**src/rtl/wdtu_pkg.sv**
```systemverilog
// constants shared by the watchdog timer unit
package wdtu_pkg;
    localparam int WDTU_CNT_W = 16;
    localparam int WDTU_DIV_SLOW = 16384;
    localparam int WDTU_DIV_FAST = 256;
    localparam logic [15:0] WDTU_CNT_MAX = 16'hFFFF;
    localparam logic [15:0] WDTU_CNT_STEP = 16'h0001;
    // default interval, quoted against a 10 MHz reference clock
    localparam int WDTU_DEFAULT_INTERVAL_US = 6500;
    localparam int WDTU_REF_CLK_MHZ = 10;
    localparam int WDTU_DEFAULT_CYCLES = WDTU_DEFAULT_INTERVAL_US * WDTU_REF_CLK_MHZ;
    // default interval rounds up to whole ticks of the fast prescaler
    localparam int WDTU_DEFAULT_TICKS = (WDTU_DEFAULT_CYCLES + WDTU_DIV_FAST - 1) / WDTU_DIV_FAST;
    localparam logic [15:0] WDTU_DEFAULT_RELOAD = 16'(65536 - WDTU_DEFAULT_TICKS);
    localparam logic WDTU_DEFAULT_SEL_SLOW = 1'b0;
    typedef enum logic [2:0] {
        WDTU_ST_RUN = 3'b001,
        WDTU_ST_WARN = 3'b010,
        WDTU_ST_RESET = 3'b100
    } wdtu_state_e;
endpackage

```
**src/rtl/wdtu_presc_if.sv**
```systemverilog
// link between the watchdog control and its clock prescaler
`timescale 1ns/1ps
`default_nettype none
interface wdtu_presc_if;
    logic run;
    logic clear;
    logic sel_slow;
    logic tick;
    modport ctrl (output run, output clear, output sel_slow, input tick);
    modport presc (input run, input clear, input sel_slow, output tick);
endinterface
`default_nettype wire

```
**src/rtl/wdtu_prescaler.sv**
```systemverilog
// selectable clock prescaler that feeds the watchdog counter
`timescale 1ns/1ps
`default_nettype none
module wdtu_prescaler
    import wdtu_pkg::*;
#(
    parameter int DIV_SLOW = WDTU_DIV_SLOW,
    parameter int DIV_FAST = WDTU_DIV_FAST
) (
    input wire logic clock,
    input wire logic rst,
    wdtu_presc_if.presc pif
);
    localparam int PW = $clog2(DIV_SLOW);
    localparam logic [PW-1:0] LAST_SLOW = PW'(DIV_SLOW - 1);
    localparam logic [PW-1:0] LAST_FAST = PW'(DIV_FAST - 1);
    localparam logic [PW-1:0] ZERO = '0;
    localparam logic [PW-1:0] ONE = PW'(1);

    logic [PW-1:0] count;
    wire logic [PW-1:0] last = pif.sel_slow ? LAST_SLOW : LAST_FAST;
    wire logic at_last = (count >= last);
    wire logic [PW-1:0] next_count = (pif.clear || at_last) ? ZERO : count + ONE;

    assign pif.tick = pif.run && !pif.clear && at_last;

    always_ff @(posedge clock or posedge rst) begin
        if (rst) begin
            count <= ZERO;
        end else if (pif.run || pif.clear) begin
            count <= next_count;
        end
    end
endmodule // wdtu_prescaler
`default_nettype wire

```
**src/rtl/wdtu_watchdog.sv**
```systemverilog
// watchdog timer unit: 16-bit reloadable up-counter with prewarning and reset request
// Notes on behaviour
// - after every reset the watchdog is enabled and counting with no software action.
// - a disable command stops counting and an enable command resumes it, except once a reset request is out.
// - on overflow a prewarning interrupt is raised first and a reset request afterwards.
// - the counter is 16 bits and advances on a tick of the system clock divided by 16384 or 256.
// - loading the counter takes the programmable reload value from its own register.
// - every service reloads the counter and clears the prescaler in the same cycle.
// - reset defaults of prescaler and reload value give 6.5 ms at a 10 MHz clock.
`timescale 1ns/1ps
`default_nettype none
module wdtu_watchdog
    import wdtu_pkg::*;
#(
    parameter int DIV_SLOW = WDTU_DIV_SLOW,
    parameter int DIV_FAST = WDTU_DIV_FAST
) (
    input wire logic clock,
    input wire logic rst,
    input wire logic watchdog_service_cmd,
    input wire logic watchdog_disable_cmd,
    input wire logic watchdog_enable_cmd,
    input wire logic cfg_write,
    input wire logic [WDTU_CNT_W-1:0] cfg_reload_value,
    input wire logic cfg_sel_slow,
    output logic [WDTU_CNT_W-1:0] watchdog_count,
    output logic [WDTU_CNT_W-1:0] watchdog_reload_value,
    output logic watchdog_sel_slow,
    output logic watchdog_running,
    output logic prewarn_irq,
    output logic reset_request
);
    wdtu_presc_if pif ();
    wdtu_state_e state;
    wdtu_state_e next_state;
    logic enabled;

    wdtu_prescaler #(
        .DIV_SLOW(DIV_SLOW),
        .DIV_FAST(DIV_FAST)
    ) u_presc (
        .clock(clock),
        .rst(rst),
        .pif(pif)
    );

    // once a reset request is out the counter stops advancing (a service still reloads it) until the system resets us
    wire logic active = enabled && (state != WDTU_ST_RESET);
    wire logic overflow = active && pif.tick && (watchdog_count == WDTU_CNT_MAX);
    // disable wins over a simultaneous enable so a runaway pair cannot keep it alive
    wire logic next_enabled = watchdog_disable_cmd ? 1'b0 :
                              (watchdog_enable_cmd ? 1'b1 : enabled);
    wire logic [WDTU_CNT_W-1:0] next_count =
        (watchdog_service_cmd || overflow) ? watchdog_reload_value :
        ((active && pif.tick) ? watchdog_count + WDTU_CNT_STEP : watchdog_count);

    assign pif.run = active;
    assign pif.clear = watchdog_service_cmd;
    assign pif.sel_slow = watchdog_sel_slow;
    assign watchdog_running = active;

    // cycles since the prescaler last restarted; a config write makes it unknown until the
    // next restart, because a new select can cut the running interval short
    localparam logic [WDTU_CNT_W-1:0] GAP_SLOW = WDTU_CNT_W'(DIV_SLOW - 1);
    localparam logic [WDTU_CNT_W-1:0] GAP_FAST = WDTU_CNT_W'(DIV_FAST - 1);
    logic [WDTU_CNT_W-1:0] tick_gap;
    logic gap_valid;
    wire logic gap_restart = pif.tick || pif.clear;
    wire logic [WDTU_CNT_W-1:0] next_tick_gap =
        gap_restart ? '0 : (pif.run ? tick_gap + WDTU_CNT_STEP : tick_gap);
    wire logic next_gap_valid = gap_restart ? 1'b1 : (cfg_write ? 1'b0 : gap_valid);

    always_ff @(posedge clock or posedge rst) begin
        if (rst) begin
            tick_gap <= '0;
            gap_valid <= 1'b1;
        end else begin
            tick_gap <= next_tick_gap;
            gap_valid <= next_gap_valid;
        end
    end

    always_comb begin
        next_state = state;
        case (state)
            WDTU_ST_RUN: begin
                if (overflow && !watchdog_service_cmd) begin
                    next_state = WDTU_ST_WARN;
                end
            end
            WDTU_ST_WARN: begin
                if (watchdog_service_cmd) begin
                    next_state = WDTU_ST_RUN;
                end else if (overflow) begin
                    next_state = WDTU_ST_RESET;
                end
            end
            WDTU_ST_RESET: begin
                next_state = WDTU_ST_RESET;
            end
            default: begin
                next_state = WDTU_ST_RESET;
            end
        endcase
    end

    always_ff @(posedge clock or posedge rst) begin
        if (rst) begin
            enabled <= 1'b1;
            state <= WDTU_ST_RUN;
            watchdog_count <= WDTU_DEFAULT_RELOAD;
        end else begin
            enabled <= next_enabled;
            state <= next_state;
            watchdog_count <= next_count;
        end
    end

    always_ff @(posedge clock or posedge rst) begin
        if (rst) begin
            watchdog_reload_value <= WDTU_DEFAULT_RELOAD;
            watchdog_sel_slow <= WDTU_DEFAULT_SEL_SLOW;
        end else if (cfg_write) begin
            watchdog_reload_value <= cfg_reload_value;
            watchdog_sel_slow <= cfg_sel_slow;
        end
    end

    always_ff @(posedge clock or posedge rst) begin
        if (rst) begin
            prewarn_irq <= 1'b0;
            reset_request <= 1'b0;
        end else begin
            prewarn_irq <= (state == WDTU_ST_RUN) && (next_state == WDTU_ST_WARN);
            reset_request <= (next_state == WDTU_ST_RESET);
        end
    end
endmodule // wdtu_watchdog
`default_nettype wire

```
**config.mk**
```make
export PLATFORM = sky130hd
export DESIGN_NAME = wdtu_watchdog
export DESIGN_NICKNAME = d
export VERILOG_FILES = /design/src/rtl/wdtu_pkg.sv /design/src/rtl/wdtu_presc_if.sv /design/src/rtl/wdtu_prescaler.sv /design/src/rtl/wdtu_watchdog.sv
export SDC_FILE = /design/constraint.sdc
export NUM_CORES = 1
export LEC_CHECK = 0
export BUFFER_PORTS_ARGS = -buffer_cell sky130_fd_sc_hd__buf_2
export CORE_ASPECT_RATIO = 1.2
export CORE_MARGIN = 8
export CORE_UTILIZATION = 55
export CTS_CLUSTER_DIAMETER = 150
export DETAILED_ROUTE_END_ITERATION = 16
export PLACE_DENSITY = 0.8
export SYNTH_ARGS = -nofsm -noshare
export SYNTH_HDL_FRONTEND = slang
export SYNTH_SLANG_ARGS = --single-unit
```
**constraint.sdc**
```tcl
create_clock -name clock -period 2.45 [get_ports clock]
set_input_delay 0.49 -clock clock [delete_from_list [all_inputs] [get_ports clock]]
set_output_delay 0.49 -clock clock [all_outputs]
set_load 0.1 [all_outputs]
```
# --- Word level (Yosys, flattened, before mapping) ---
# Index checks and enable logic that the tools add are counted.
totals:
  reg_bits: 53
  out_inout_bits: 36
  input_bits: 23
  wordCells: 40
op_classes:
  reduce_logical: 13
  n_eq_ne: 6
  n_mux: 10
  addsub: 2
  n_lt_le_gt_ge: 1
op_table:
  columns: ["cell", "n"]
  rows:
  - ["2-to-1 mux 16 bit", 2]
  - ["2-to-1 mux 14 bit", 2]
  - ["adder 16 x 1 -> 16 bit (second input constant)", 1]
  - ["equality test 16 bit (second input constant)", 1]
  - ["adder 14 x 1 -> 14 bit (second input constant)", 1]
  - ["greater-or-equal comparator 14 bit", 1]
  - ["2-to-1 mux 3 bit", 3]
  - ["logical AND 1 bit", 7]
  - ["equality test 3 x 2 -> 1 bit (second input constant)", 2]
  - ["one-hot mux 3 bit (2 select lines)", 1]
  - ["nonzero test 2 bit", 2]
  - ["equality test 3 x 1 -> 1 bit (second input constant)", 1]
  - ["equality test 3 bit (second input constant)", 1]
  - ["logical OR 1 bit", 3]
  - ["!= test 3 bit (second input constant)", 1]
  - ["2-to-1 mux 1 bit", 2]
  - ["logical NOT 1 bit", 1]

# --- Logic depth before layout (Yosys ltp) ---
# Gate-level depths: netlist of the first run.
depth:
  word_depth: 11
  ltp_mapped: 9
  depth_no_buf: 7

# --- Hierarchy ---
# Synthesis of the first run repeated with hierarchy kept, for this count alone.
unflattened:
  hier_cells: 269
  area_unflattened_um2: 2881.5
modules_own_cells:
  columns: ["module", "cells_each", "area_each_um2", "n_inst", "seq_area_each_um2"]
  rows:
  - ["wdtu_watchdog", 161, 1879.3, 1, 1001.0]
  - ["wdtu_prescaler", 108, 1002.2, 1, 350.3]

# --- Worst setup path after synthesis of the first run ---
# No wires, ideal clock.
synth_path:
  path_kind: "register to register"
  start: "register watchdog_sel_slow"
  end: "register watchdog_count[5]"
  setup_ns: 0.111
  arrival_time_ns: 2.945
  required_time_ns: 2.339
  synth_period_minus_slack_ns: 3.056
  path_buffers: 1
  setup_slack_ns: -0.606
  path_stages_with_launch: 9
  cell_sequence: "dfrtp_1 -> inv_1 -> ha_1 -> nand4_1 -> or4_4 -> a31oi_4 -> buf_6 -> o21ai_2 -> a222oi_1"
synth_between:
  elab_chain_cells: 7
  elab_cells_between_ends: 8
  cone_classes: "1 x order compare; 2 x mux; 5 x reduce/logical"
synth_lines:
  columns: ["item", "line", "source"]
  rows:
  - ["start, declared", "wdtu_watchdog.sv:28", "output logic watchdog_sel_slow,"]
  - ["start signal, assigned", "wdtu_watchdog.sv:125", "watchdog_sel_slow <= cfg_sel_slow;"]
  - ["2-to-1 mux 14 bit *", "wdtu_prescaler.sv:21", "wire logic [PW-1:0] last = pif.sel_slow ? LAST_SLOW : LAST_FAST;"]
  - ["greater-or-equal comparator 14 bit *", "wdtu_prescaler.sv:22", "wire logic at_last = (count >= last);"]
  - ["logical AND 1 bit *", "wdtu_prescaler.sv:25", "assign pif.tick = pif.run && !pif.clear && at_last;"]
  - ["logical AND 1 bit *", "wdtu_watchdog.sv:49, wdtu_watchdog.sv:55", null]
  - ["logical AND 1 bit", "wdtu_watchdog.sv:49", "wire logic overflow = active && pif.tick && (watchdog_count == WDTU_CNT_MAX);"]
  - ["logical OR 1 bit", "wdtu_watchdog.sv:54", "(watchdog_service_cmd || overflow) ? watchdog_reload_value :"]
  - ["2-to-1 mux 16 bit or nonzero test 2 bit (tied branches)", null, null]
  - ["end signal, assigned", "wdtu_watchdog.sv:115", "watchdog_count <= next_count;"]
  - ["end, declared", "wdtu_watchdog.sv:26", "output logic [WDTU_CNT_W-1:0] watchdog_count,"]
# Mark *: on every way between the ends. The rest lies on a longest branch, timed or not.
# A chain may end at the register's enable or synchronous reset.

# --- Worst setup path in the final report of the first run ---
layout_path:
  start: "register watchdog_sel_slow"
  end: "register watchdog_count[7]"
# The elaborated chain is that of the path after synthesis.

==> results of run 1 <==
worst max-delay path: stages (launching register included):
cell     delay [ns]
dfrtp_2        0.44
inv_6          0.12
ha_4           0.22
a21oi_1        0.19
o21ai_1        0.17
nor3_1         0.46
mux2_2         0.39
a221o_1        0.25
power breakdown:
group | switching (mW) | internal (mW)
logic | 0.585 | 0.135
registers | 0.0662 | 0.965
clock network | 0.293 | 0.198
total | 0.944 | 1.30
per-stage QoR:
step	worst slack [ns]	std cells	hold slack, ns
floorplan	-0.0800	289	0.428
global placement	0.206	412	0.393
detailed placement	0.153	412	0.398
CTS	0.107	420	0.0603
global route	-0.0355	420	0.0713
finish	0.105	420	0.0564
worst paths after layout:
| kind | start | to | slack, ns | depth (start not counted) |
|---|---|---|---|---|
| setup / recovery | watchdog_sel_slow | watchdog_count[7] | 0.10 | 7 |
| hold / removal | rst | reset_request | 0.06 | 2 |
| setup reg to reg | watchdog_sel_slow | watchdog_count[7] | 0.10 | 7 |
| hold reg to reg | watchdog_reload_value[12] | watchdog_reload_value[12] | 0.50 | 2 |
| max in group asynchronous | rst | watchdog_reload_value[1] | 1.78 | 3 |
| min in group clock | watchdog_disable_cmd | enabled | 0.28 | 2 |
cell type report:
type                            count  area share (%)
Timing Repair Buffer               72            11.3
Clock inverter                      3           0.501
Clock buffer                        5            1.97
Multi-Input combinational cell    212            43.4
Sequential cell                    53            39.1
Inverter                           13            1.54
Tap cell                           62            2.22
layer usage:
metal / vias up / part of all wire (%) / global-route usage (%)
li1: 1202 / - / -
met1: 1249 / 41 / 23.9
met2: 77 / 51 / 32.5
met3: 16 / 6.6 / 4.39
met4: 0 / 2.0 / 8.80
met5: - / 0 / 0
Yosys cell counts, types with 6 or more instances:
cell	n	area share, %
dfrtp_1	33	28
nor2_1	29	3.7
nand2_1	23	3.0
dfstp_2	20	18
inv_1	12	1.5
mux2_2	12	4.6
xnor2_1	12	3.6
a21oi_1	11	1.9
o21ai_0	11	1.9
nand4_1	10	2.1
nand3_1	9	1.5
ha_1	8	3.4
nor3_1	8	1.4
nor4_1	8	1.7
clkbuf_1	7	0.90
nor2b_1	6	1.3
o211ai_1	6	1.5
registers in the layout, summed over array words and instances (netlist names):
| name | cells |
|---|---|
| u_presc.count | 14 |
| watchdog_reload_value | 16 |
| watchdog_sel_slow | 1 |
| reset_request | 1 |
| state | 3 |
| prewarn_irq | 1 |
| enabled | 1 |
| watchdog_count | 16 |
kinds of logic after synthesis:
kind of cell    count (synthesis)  share of synthesized area (%)
xor+xnor                       13                           3.90
fa+ha+maj                       8                           3.43
compound gates                 59                           15.3
mux                            13                           4.98
simple gates                  119                           22.3
flops                          53                           46.3
buf+inv                        24                           3.78
timing repair:
item,CTS,global route
resized for setup,0,0
hold endpoints to repair,0,0
endpoints found under the setup margin,0,10
==> results_dict.tcl, run 1 <==
set metrics [dict create \
    synth_seq_area_share_pct 46.3 \
    maxSlewHeadroom_pct 66.1 \
    grt_max_degree 32 \
    hp-class "input pin to async pin" \
    cts.sink_count 53 \
    final_common_cell "buf_2" \
    grt-ovfl-total 0 \
    first_iter_violations 183 \
    fin_crit_ns 2.35 \
    clk_path_buf_depth 2 \
    initial_core_util_pct 56.2 \
    rows 29 \
    cts_buffers 5 \
    cts_setup_buffers 0 \
    syn_nets 320 \
    cts_hold_buf 0 \
    leakagePower_nw 1.49 \
    crit_arrival_ns 2.55 \
    io_buffers 58 \
    clk_latency_ns 0.31 \
    crit_fanout 7 \
    yosys_warnings 0 \
    diodes 0 \
    crit_required_ns 2.65 \
    vias_per_cell 6.06 \
    grt_pass1_vias 2581 \
    ant_nets 0 \
    vias 2544 \
    die-area_um2 7900 \
    fin_skew_ns 0.00725 \
    postSynthAreaPerCell_um2 10.1 \
    chipWidth_um 82.5 \
    fillers 408 \
    drv_cap 0 \
    worst_pin_slew_ns 0.503 \
    synth-main-ff-cell "dfrtp_1" \
    cts_tree "built" \
    finalMaxSlewViolations 0 \
    io_pins 59 \
    coreArea_um2 5190 \
    area_delta_synth_final_pct 19.8 \
    most-common-layout-cells "58 x buf_2, 29 x nor2_1, 25 x dfrtp_1" \
    synth_edf_count 0 \
    drt_wl_total_um 7320 \
    gp_congestion 0.939 \
    nNetsFinal 388 \
    fmax_mhz 426 \
    outcome "finished, final reports clean" \
    first_pass_iters 4 \
    setup_tns_ns 0 \
    seq_area_um2 1370 \
    drcViolationCount 0 \
    ys_types 56 \
    synthCells 289 \
    setup.worst_path.start_class "register" \
    antenna_found_initial 0 \
    rsz0062_at_grt "true" \
    synth.ff_latch_count 53 \
    syn_area_um2 2920 \
    synthArstFlopShare_pct 100 \
    critPathKind "register to register" \
    setup_viol 0 \
    timing.final.crit_share_pct 95.7 \
    p_per_area_nw_per_um2 642 \
    total_power_mw 2.24 \
    place_area_um2 3410 \
    final_core_util_pct 67.3 \
    grt_pass1_wl_um 12300 \
    hold_viol 0 \
    clock-root-buffer "clkbuf_8" \
    end_kind "register" \
    clkTransAtPathRegs_ns 0.10 \
    design_area_um2 3490 \
    drive_gt1_share_pct 38.5 \
    multiInputGateArea_um2 1520 \
    wl_per_cell_um 17.4 \
    place.detailed.hpwl_um 5480 \
    track_usage_pct 19.7 \
    htree_levels 2 \
    vdd_ir_drop_max_uv 384 \
    die_height_um 95.8 \
]
No activity file was read; power rests on OpenSTA's default activity.
==> inputs of run 2 (changes only) <==
RECOVER_POWER = 25   (was not set)
==> results_dict.tcl, run 2 (synthesis gave the netlist of run 1 again) <==
set metrics [dict create \
    vdd_ir_drop_max_uv 384 \
    cts_tree "built" \
    setup.worst_path.start_class "register" \
    fillers 410 \
    maxSlewHeadroom_pct 8.66 \
    end_kind "register" \
    rsz0062_at_grt "true" \
    setup_tns_ns 0 \
    seq_area_um2 1370 \
    slowest_delay_ns 0.46 \
    htree_levels 2 \
    fin_crit_ns 2.35 \
    first_iter_violations 184 \
    track_usage_pct 19.7 \
    worst_pin_slew_ns 1.37 \
    hp-class "input pin to async pin" \
    top_regs "watchdog_count: 16 flops, watchdog_reload_value: 16 flops, u_presc.count: 14 flops" \
    cts_hold_buf 0 \
    coreArea_um2 5190 \
    critPathKind "register to register" \
    cts_resized 0 \
    chipWidth_um 82.5 \
    die-area_um2 7900 \
    wl_per_cell_um 17.5 \
    setup_viol 0 \
    cts_buffers 5 \
    drv_cap 0 \
    drive_gt1_share_pct 37.7 \
    io_buffers 58 \
    place.detailed.hpwl_um 5480 \
    vias_per_cell 6.05 \
    io_pins 59 \
    rows 29 \
    grt_max_degree 32 \
    finalMaxSlewViolations 0 \
    cts_setup_buffers 0 \
    hold-worst-slack_ns 0.103 \
    crit_arrival_ns 2.55 \
    p_per_area_nw_per_um2 643 \
    leakagePower_nw 1.48 \
    fmax_mhz 426 \
    hold_viol 0 \
    crit_fanout 7 \
    ant_nets 0 \
    nNetsFinal 388 \
    initial_core_util_pct 56.2 \
    clkTransAtPathRegs_ns 0.10 \
    die_height_um 95.8 \
    cp_slowest_cell "nor3_1" \
    clock-root-buffer "clkbuf_8" \
    outcome "finished, final reports clean" \
    fin_skew_ns 0.00764 \
    grt_pass1_wl_um 12300 \
    most-common-layout-cells "58 x buf_2, 29 x nor2_1, 25 x dfrtp_1" \
    first_pass_iters 4 \
    multiInputGateArea_um2 1520 \
    vias 2542 \
    timing.final.crit_share_pct 95.7 \
    area_delta_synth_final_pct 19.5 \
    critical_path_buf_inv_count 1 \
    crit_required_ns 2.65 \
    cts.sink_count 53 \
    final_common_cell "buf_2" \
    grt-ovfl-total 0 \
    path_cells "inv_6 > ha_4 > a21oi_1 > o21ai_1 > nor3_1 > mux2_2 > a221o_1" \
    grt_pass1_vias 2581 \
    drt_wl_total_um 7340 \
    path_delay_family "compound AO/OA/AOI/OAI gates" \
    clk_path_buf_depth 2 \
    gp_congestion 0.939 \
    antenna_found_initial 0 \
    diodes 0 \
    clk_latency_ns 0.31 \
    drcViolationCount 0 \
]
==> run 2: changes by cell type in the layout (fill, tap and decap cells not counted), sizes merged <==
cell / delta
clkbuf: +2
buf: -2
==> run 2: worst reg2reg max path, cell delays in order (launching register included) <==
cell     delay [ns]
dfrtp_2        0.44
inv_6          0.12
ha_4           0.22
a21oi_1        0.19
o21ai_1        0.17
nor3_1         0.46
mux2_2         0.40
a221o_1        0.25
==> run 2: layout make-up <==
cell class | instances | area share, %
clock buffers | 5 | 1.97
clock inverters | 3 | 0.503
inverters | 13 | 1.54
multi-input cells | 212 | 43.5
flip-flops and latches | 53 | 39.2
well taps | 62 | 2.23
repair buffers | 72 | 11.1
==> run 2: power by group <==
group          total [mW]  switching (mW)  internal [mW]
clock network       0.492           0.294          0.198
registers            1.03          0.0661          0.965
logic               0.718           0.585          0.133
total                2.24           0.945           1.30
==> run 2: worst paths after layout <==
| check | slack [ns] | cells after the start | endpoint | from |
|---|---|---|---|---|
| max reg2reg | 0.10 | 7 | watchdog_count[7] | watchdog_sel_slow |
| min in group clock | 0.28 | 2 | enabled | watchdog_disable_cmd |
| max in group asynchronous | 0.68 | 3 | watchdog_count[0] | rst |
| max | 0.10 | 7 | watchdog_count[7] | watchdog_sel_slow |
| min reg2reg | 0.50 | 2 | watchdog_reload_value[12] | watchdog_reload_value[12] |
| min | 0.10 | 2 | reset_request | rst |
==> run 2: per-layer routing <==
layer,track usage (%),vias up,wire length (µm),part of all wire [%]
met5,0,-,0,0
met4,8.80,0,145,2.0
met3,4.39,16,481,6.6
met2,32.5,77,3720,51
met1,23.9,1247,2990,41
li1,-,1202,-,-
==> run 2: metrics by stage <==
stage	instances	area [µm²]	util (%)	setup slack, ns	power (mW)
5_1_grt	420	3490	67.2	-0.0355	2.32
2_1_floorplan	289	3000	-	-0.0800	1.63
3_3_place_gp	412	3410	65.7	0.206	1.76
6_report	420	3490	67.2	0.104	2.24
4_1_cts	420	3490	67.3	0.107	2.26
3_5_place_dp	412	3410	65.7	0.153	1.77
==> inputs of run 3 (changes only) <==
SYNTH_HIERARCHICAL = 1   (was not set)
==> results_dict.tcl, run 3 <==
set metrics [dict create \
    chipWidth_um 82.1 \
    grt_pass1_wl_um 11900 \
    rsz0062_at_grt "true" \
    crit_required_ns 2.65 \
    synth_edf_count 0 \
    hp-class "input pin to async pin" \
    violations "capacitance limit, slew limit, setup timing" \
    ant_nets 0 \
    first_pass_iters 4 \
    synth_top_cells_by_area "dfrtp_1 29%, dfstp_2 18%, mux2_2 6.6%, nor2_1 3.8%, ha_1 3.5%" \
    stdcell_count 426 \
    hold-worst-slack_ns 0.238 \
    finalMaxSlewViolations 40 \
    cts_tree "built" \
    end_kind "register" \
    critical_path_buf_inv_count 3 \
    yosys_warnings 6 \
    ys_types 53 \
    gp_congestion 0.855 \
    setup_viol 21 \
    drive_gt1_share_pct 54.9 \
    syn_nets 300 \
    syn_area_um2 2880 \
    most-common-layout-cells "56 x buf_2, 34 x buf_4, 32 x dfrtp_1" \
    postSynthAreaPerCell_um2 10.7 \
    critPathKind "register to register" \
    die_height_um 95.3 \
    slowest_delay_ns 0.53 \
    placed_cells 408 \
    synth.most_common_cell "dfrtp_1" \
    maxSlewHeadroom_pct -37.6 \
    wl_per_cell_um 17.8 \
    gr-max-usage-layer "met2" \
    initial_core_util_pct 55.5 \
    grt_pass1_vias 2627 \
    timing.final.ws_setup_ns -0.366 \
    use_met3_pct 6.42 \
    place.detailed.hpwl_um 5030 \
    seq_area_um2 1360 \
    track_usage_pct 19.3 \
    synth_seq_area_share_pct 46.9 \
    hold_viol 0 \
    fin_skew_ns 0.00599 \
    io_buffers 58 \
    clock-root-buffer "clkbuf_8" \
    cp_slowest_cell "or4_4" \
    r2r_slack_ns -0.37 \
    grt_max_degree 40 \
    synth-main-ff-cell "dfrtp_1" \
    cts.sink_count 53 \
    top_regs "watchdog_count: 16 flops, watchdog_reload_value: 16 flops, u_presc/count: 14 flops" \
    vias_per_cell 5.78 \
    crit_fanout 7 \
    cts_buffers 5 \
    grt-ovfl-total 0 \
    coreArea_um2 5190 \
    vias 2462 \
    drt_wl_total_um 7580 \
    multiInputGateArea_um2 1670 \
    synthTopCellsByCount "33 x dfrtp_1, 29 x nor2_1, 20 x dfstp_2" \
    fin_crit_ns 2.82 \
    synthCells 269 \
    drv_cap 1 \
    setup.worst_path.start_class "register" \
    cts_hold_buf 0 \
    final_common_cell "buf_2" \
    path_cells "inv_8 > ha_4 > nand4_1 > or4_4 > nand3_2 > and3_4 > nand3_4 > nor4b_4 > buf_4 > a31oi_4 > clkbuf_16 > nor2_2 > a21oi_1" \
    rr_endpoint "watchdog_count[7]" \
    synth.ff_latch_count 53 \
    p_per_area_nw_per_um2 629 \
    diodes 0 \
    grt_util_met2_pct 33.4 \
    rows 29 \
    die-area_um2 7820 \
    synthArstFlopShare_pct 100 \
    clk_latency_ns 0.30 \
    fillers 329 \
    synth.largest_area_cell "dfrtp_1" \
    htree_levels 2 \
    grt_use_met1_pct 21.1 \
    crit_arrival_ns 3.01 \
    leakagePower_nw 1.58 \
    r2r-start "watchdog_sel_slow" \
    timing.final.crit_share_pct 115 \
    yosysTopAreaCellShare_pct 28.7 \
    path_delay_family "simple AND/OR/NAND/NOR gates" \
    first_iter_violations 101 \
    clkTransAtPathRegs_ns 0.10 \
    nNetsFinal 394 \
    fmax_mhz 355 \
    io_pins 59 \
    reg2reg_depth 13 \
    drcViolationCount 0 \
    worst_pin_slew_ns 2.06 \
    vdd_ir_drop_max_uv 510 \
    area_delta_synth_final_pct 35.4 \
    antenna_found_initial 0 \
    clk_path_buf_depth 2 \
    outcome "finished, violations left" \
]
==> run 3: through the flow <==
step	area [µm²]	worst slack [ns]	utilization, %	power, mW	TNS, ns
2_1_floorplan	3020	-0.696	-	1.68	-13.06
3_3_place_gp	3540	-0.363	68.2	1.80	-6.36
3_5_place_dp	3540	-0.448	68.2	1.81	-7.43
4_1_cts	3800	-0.397	73.2	2.44	-6.46
5_1_grt	3900	-0.492	75.2	2.54	-10.99
6_report	3900	-0.366	75.2	2.45	-6.88
==> run 3: worst reg2reg max path: cells and delay by family, from the launching register on <==
kind                       cells  cell delay, ns
adders and majority gates      1            0.26
and+or+nand+nor                7            1.34
AOI/OAI and AO/OA              2            0.17
DFF                            1            0.46
buffers and inverters          3            0.47
==> run 3: cell families after synthesis <==
family / share of synthesized area, %
flops: 46.9
xor+xnor: 5.47
compound gates: 11.7
mux: 7.38
fa+ha+maj: 3.47
buf+inv: 3.91
simple gates: 21.2
==> run 3: worst max-delay path by stage <==
stage,cells after the start,slack [ns],start,to
after floorplan,12,-0.70,watchdog_sel_slow,watchdog_count[14]
after global placement,12,-0.36,watchdog_sel_slow,watchdog_count[10]
after detailed placement,11,-0.45,watchdog_sel_slow,state[1]
after CTS,13,-0.40,watchdog_sel_slow,watchdog_count[10]
after global routing,13,-0.49,watchdog_sel_slow,watchdog_count[10]
final,13,-0.37,watchdog_sel_slow,watchdog_count[7]
==> run 3: routing by layer <==
metal	part of all wire, %	wire length (µm)
met5	0	0
met4	1.8	133
met3	5.7	433
met2	54	4080
met1	39	2940
==> run 3: layout make-up <==
type | count | share of cell area, %
multi-input cells | 193 | 42.8
flip-flops and latches | 53 | 34.7
repair buffers | 97 | 16.2
well taps | 62 | 1.99
clock buffers | 6 | 1.86
inverters | 13 | 1.44
clock inverters | 2 | 0.994
==> run 3: what timing repair did <==
| action | 4_1_cts | 5_1_grt |
|---|---|---|
| resized for setup | 25 | 13 |
| gates cloned | 1 | 2 |
| setup endpoints to repair | 21 | 22 |
| setup buffers | 5 | 2 |
| pin swaps | 5 | 6 |
==> run 3: power by group <==
part / total, mW / leakage (nW) / switching [mW] / internal (mW)
combinational: 0.792 / 0.905 / 0.620 / 0.173
sequential: 1.06 / 0.622 / 0.0904 / 0.969
clock: 0.601 / 0.0554 / 0.294 / 0.307
total: 2.45 / 1.58 / 1.00 / 1.45
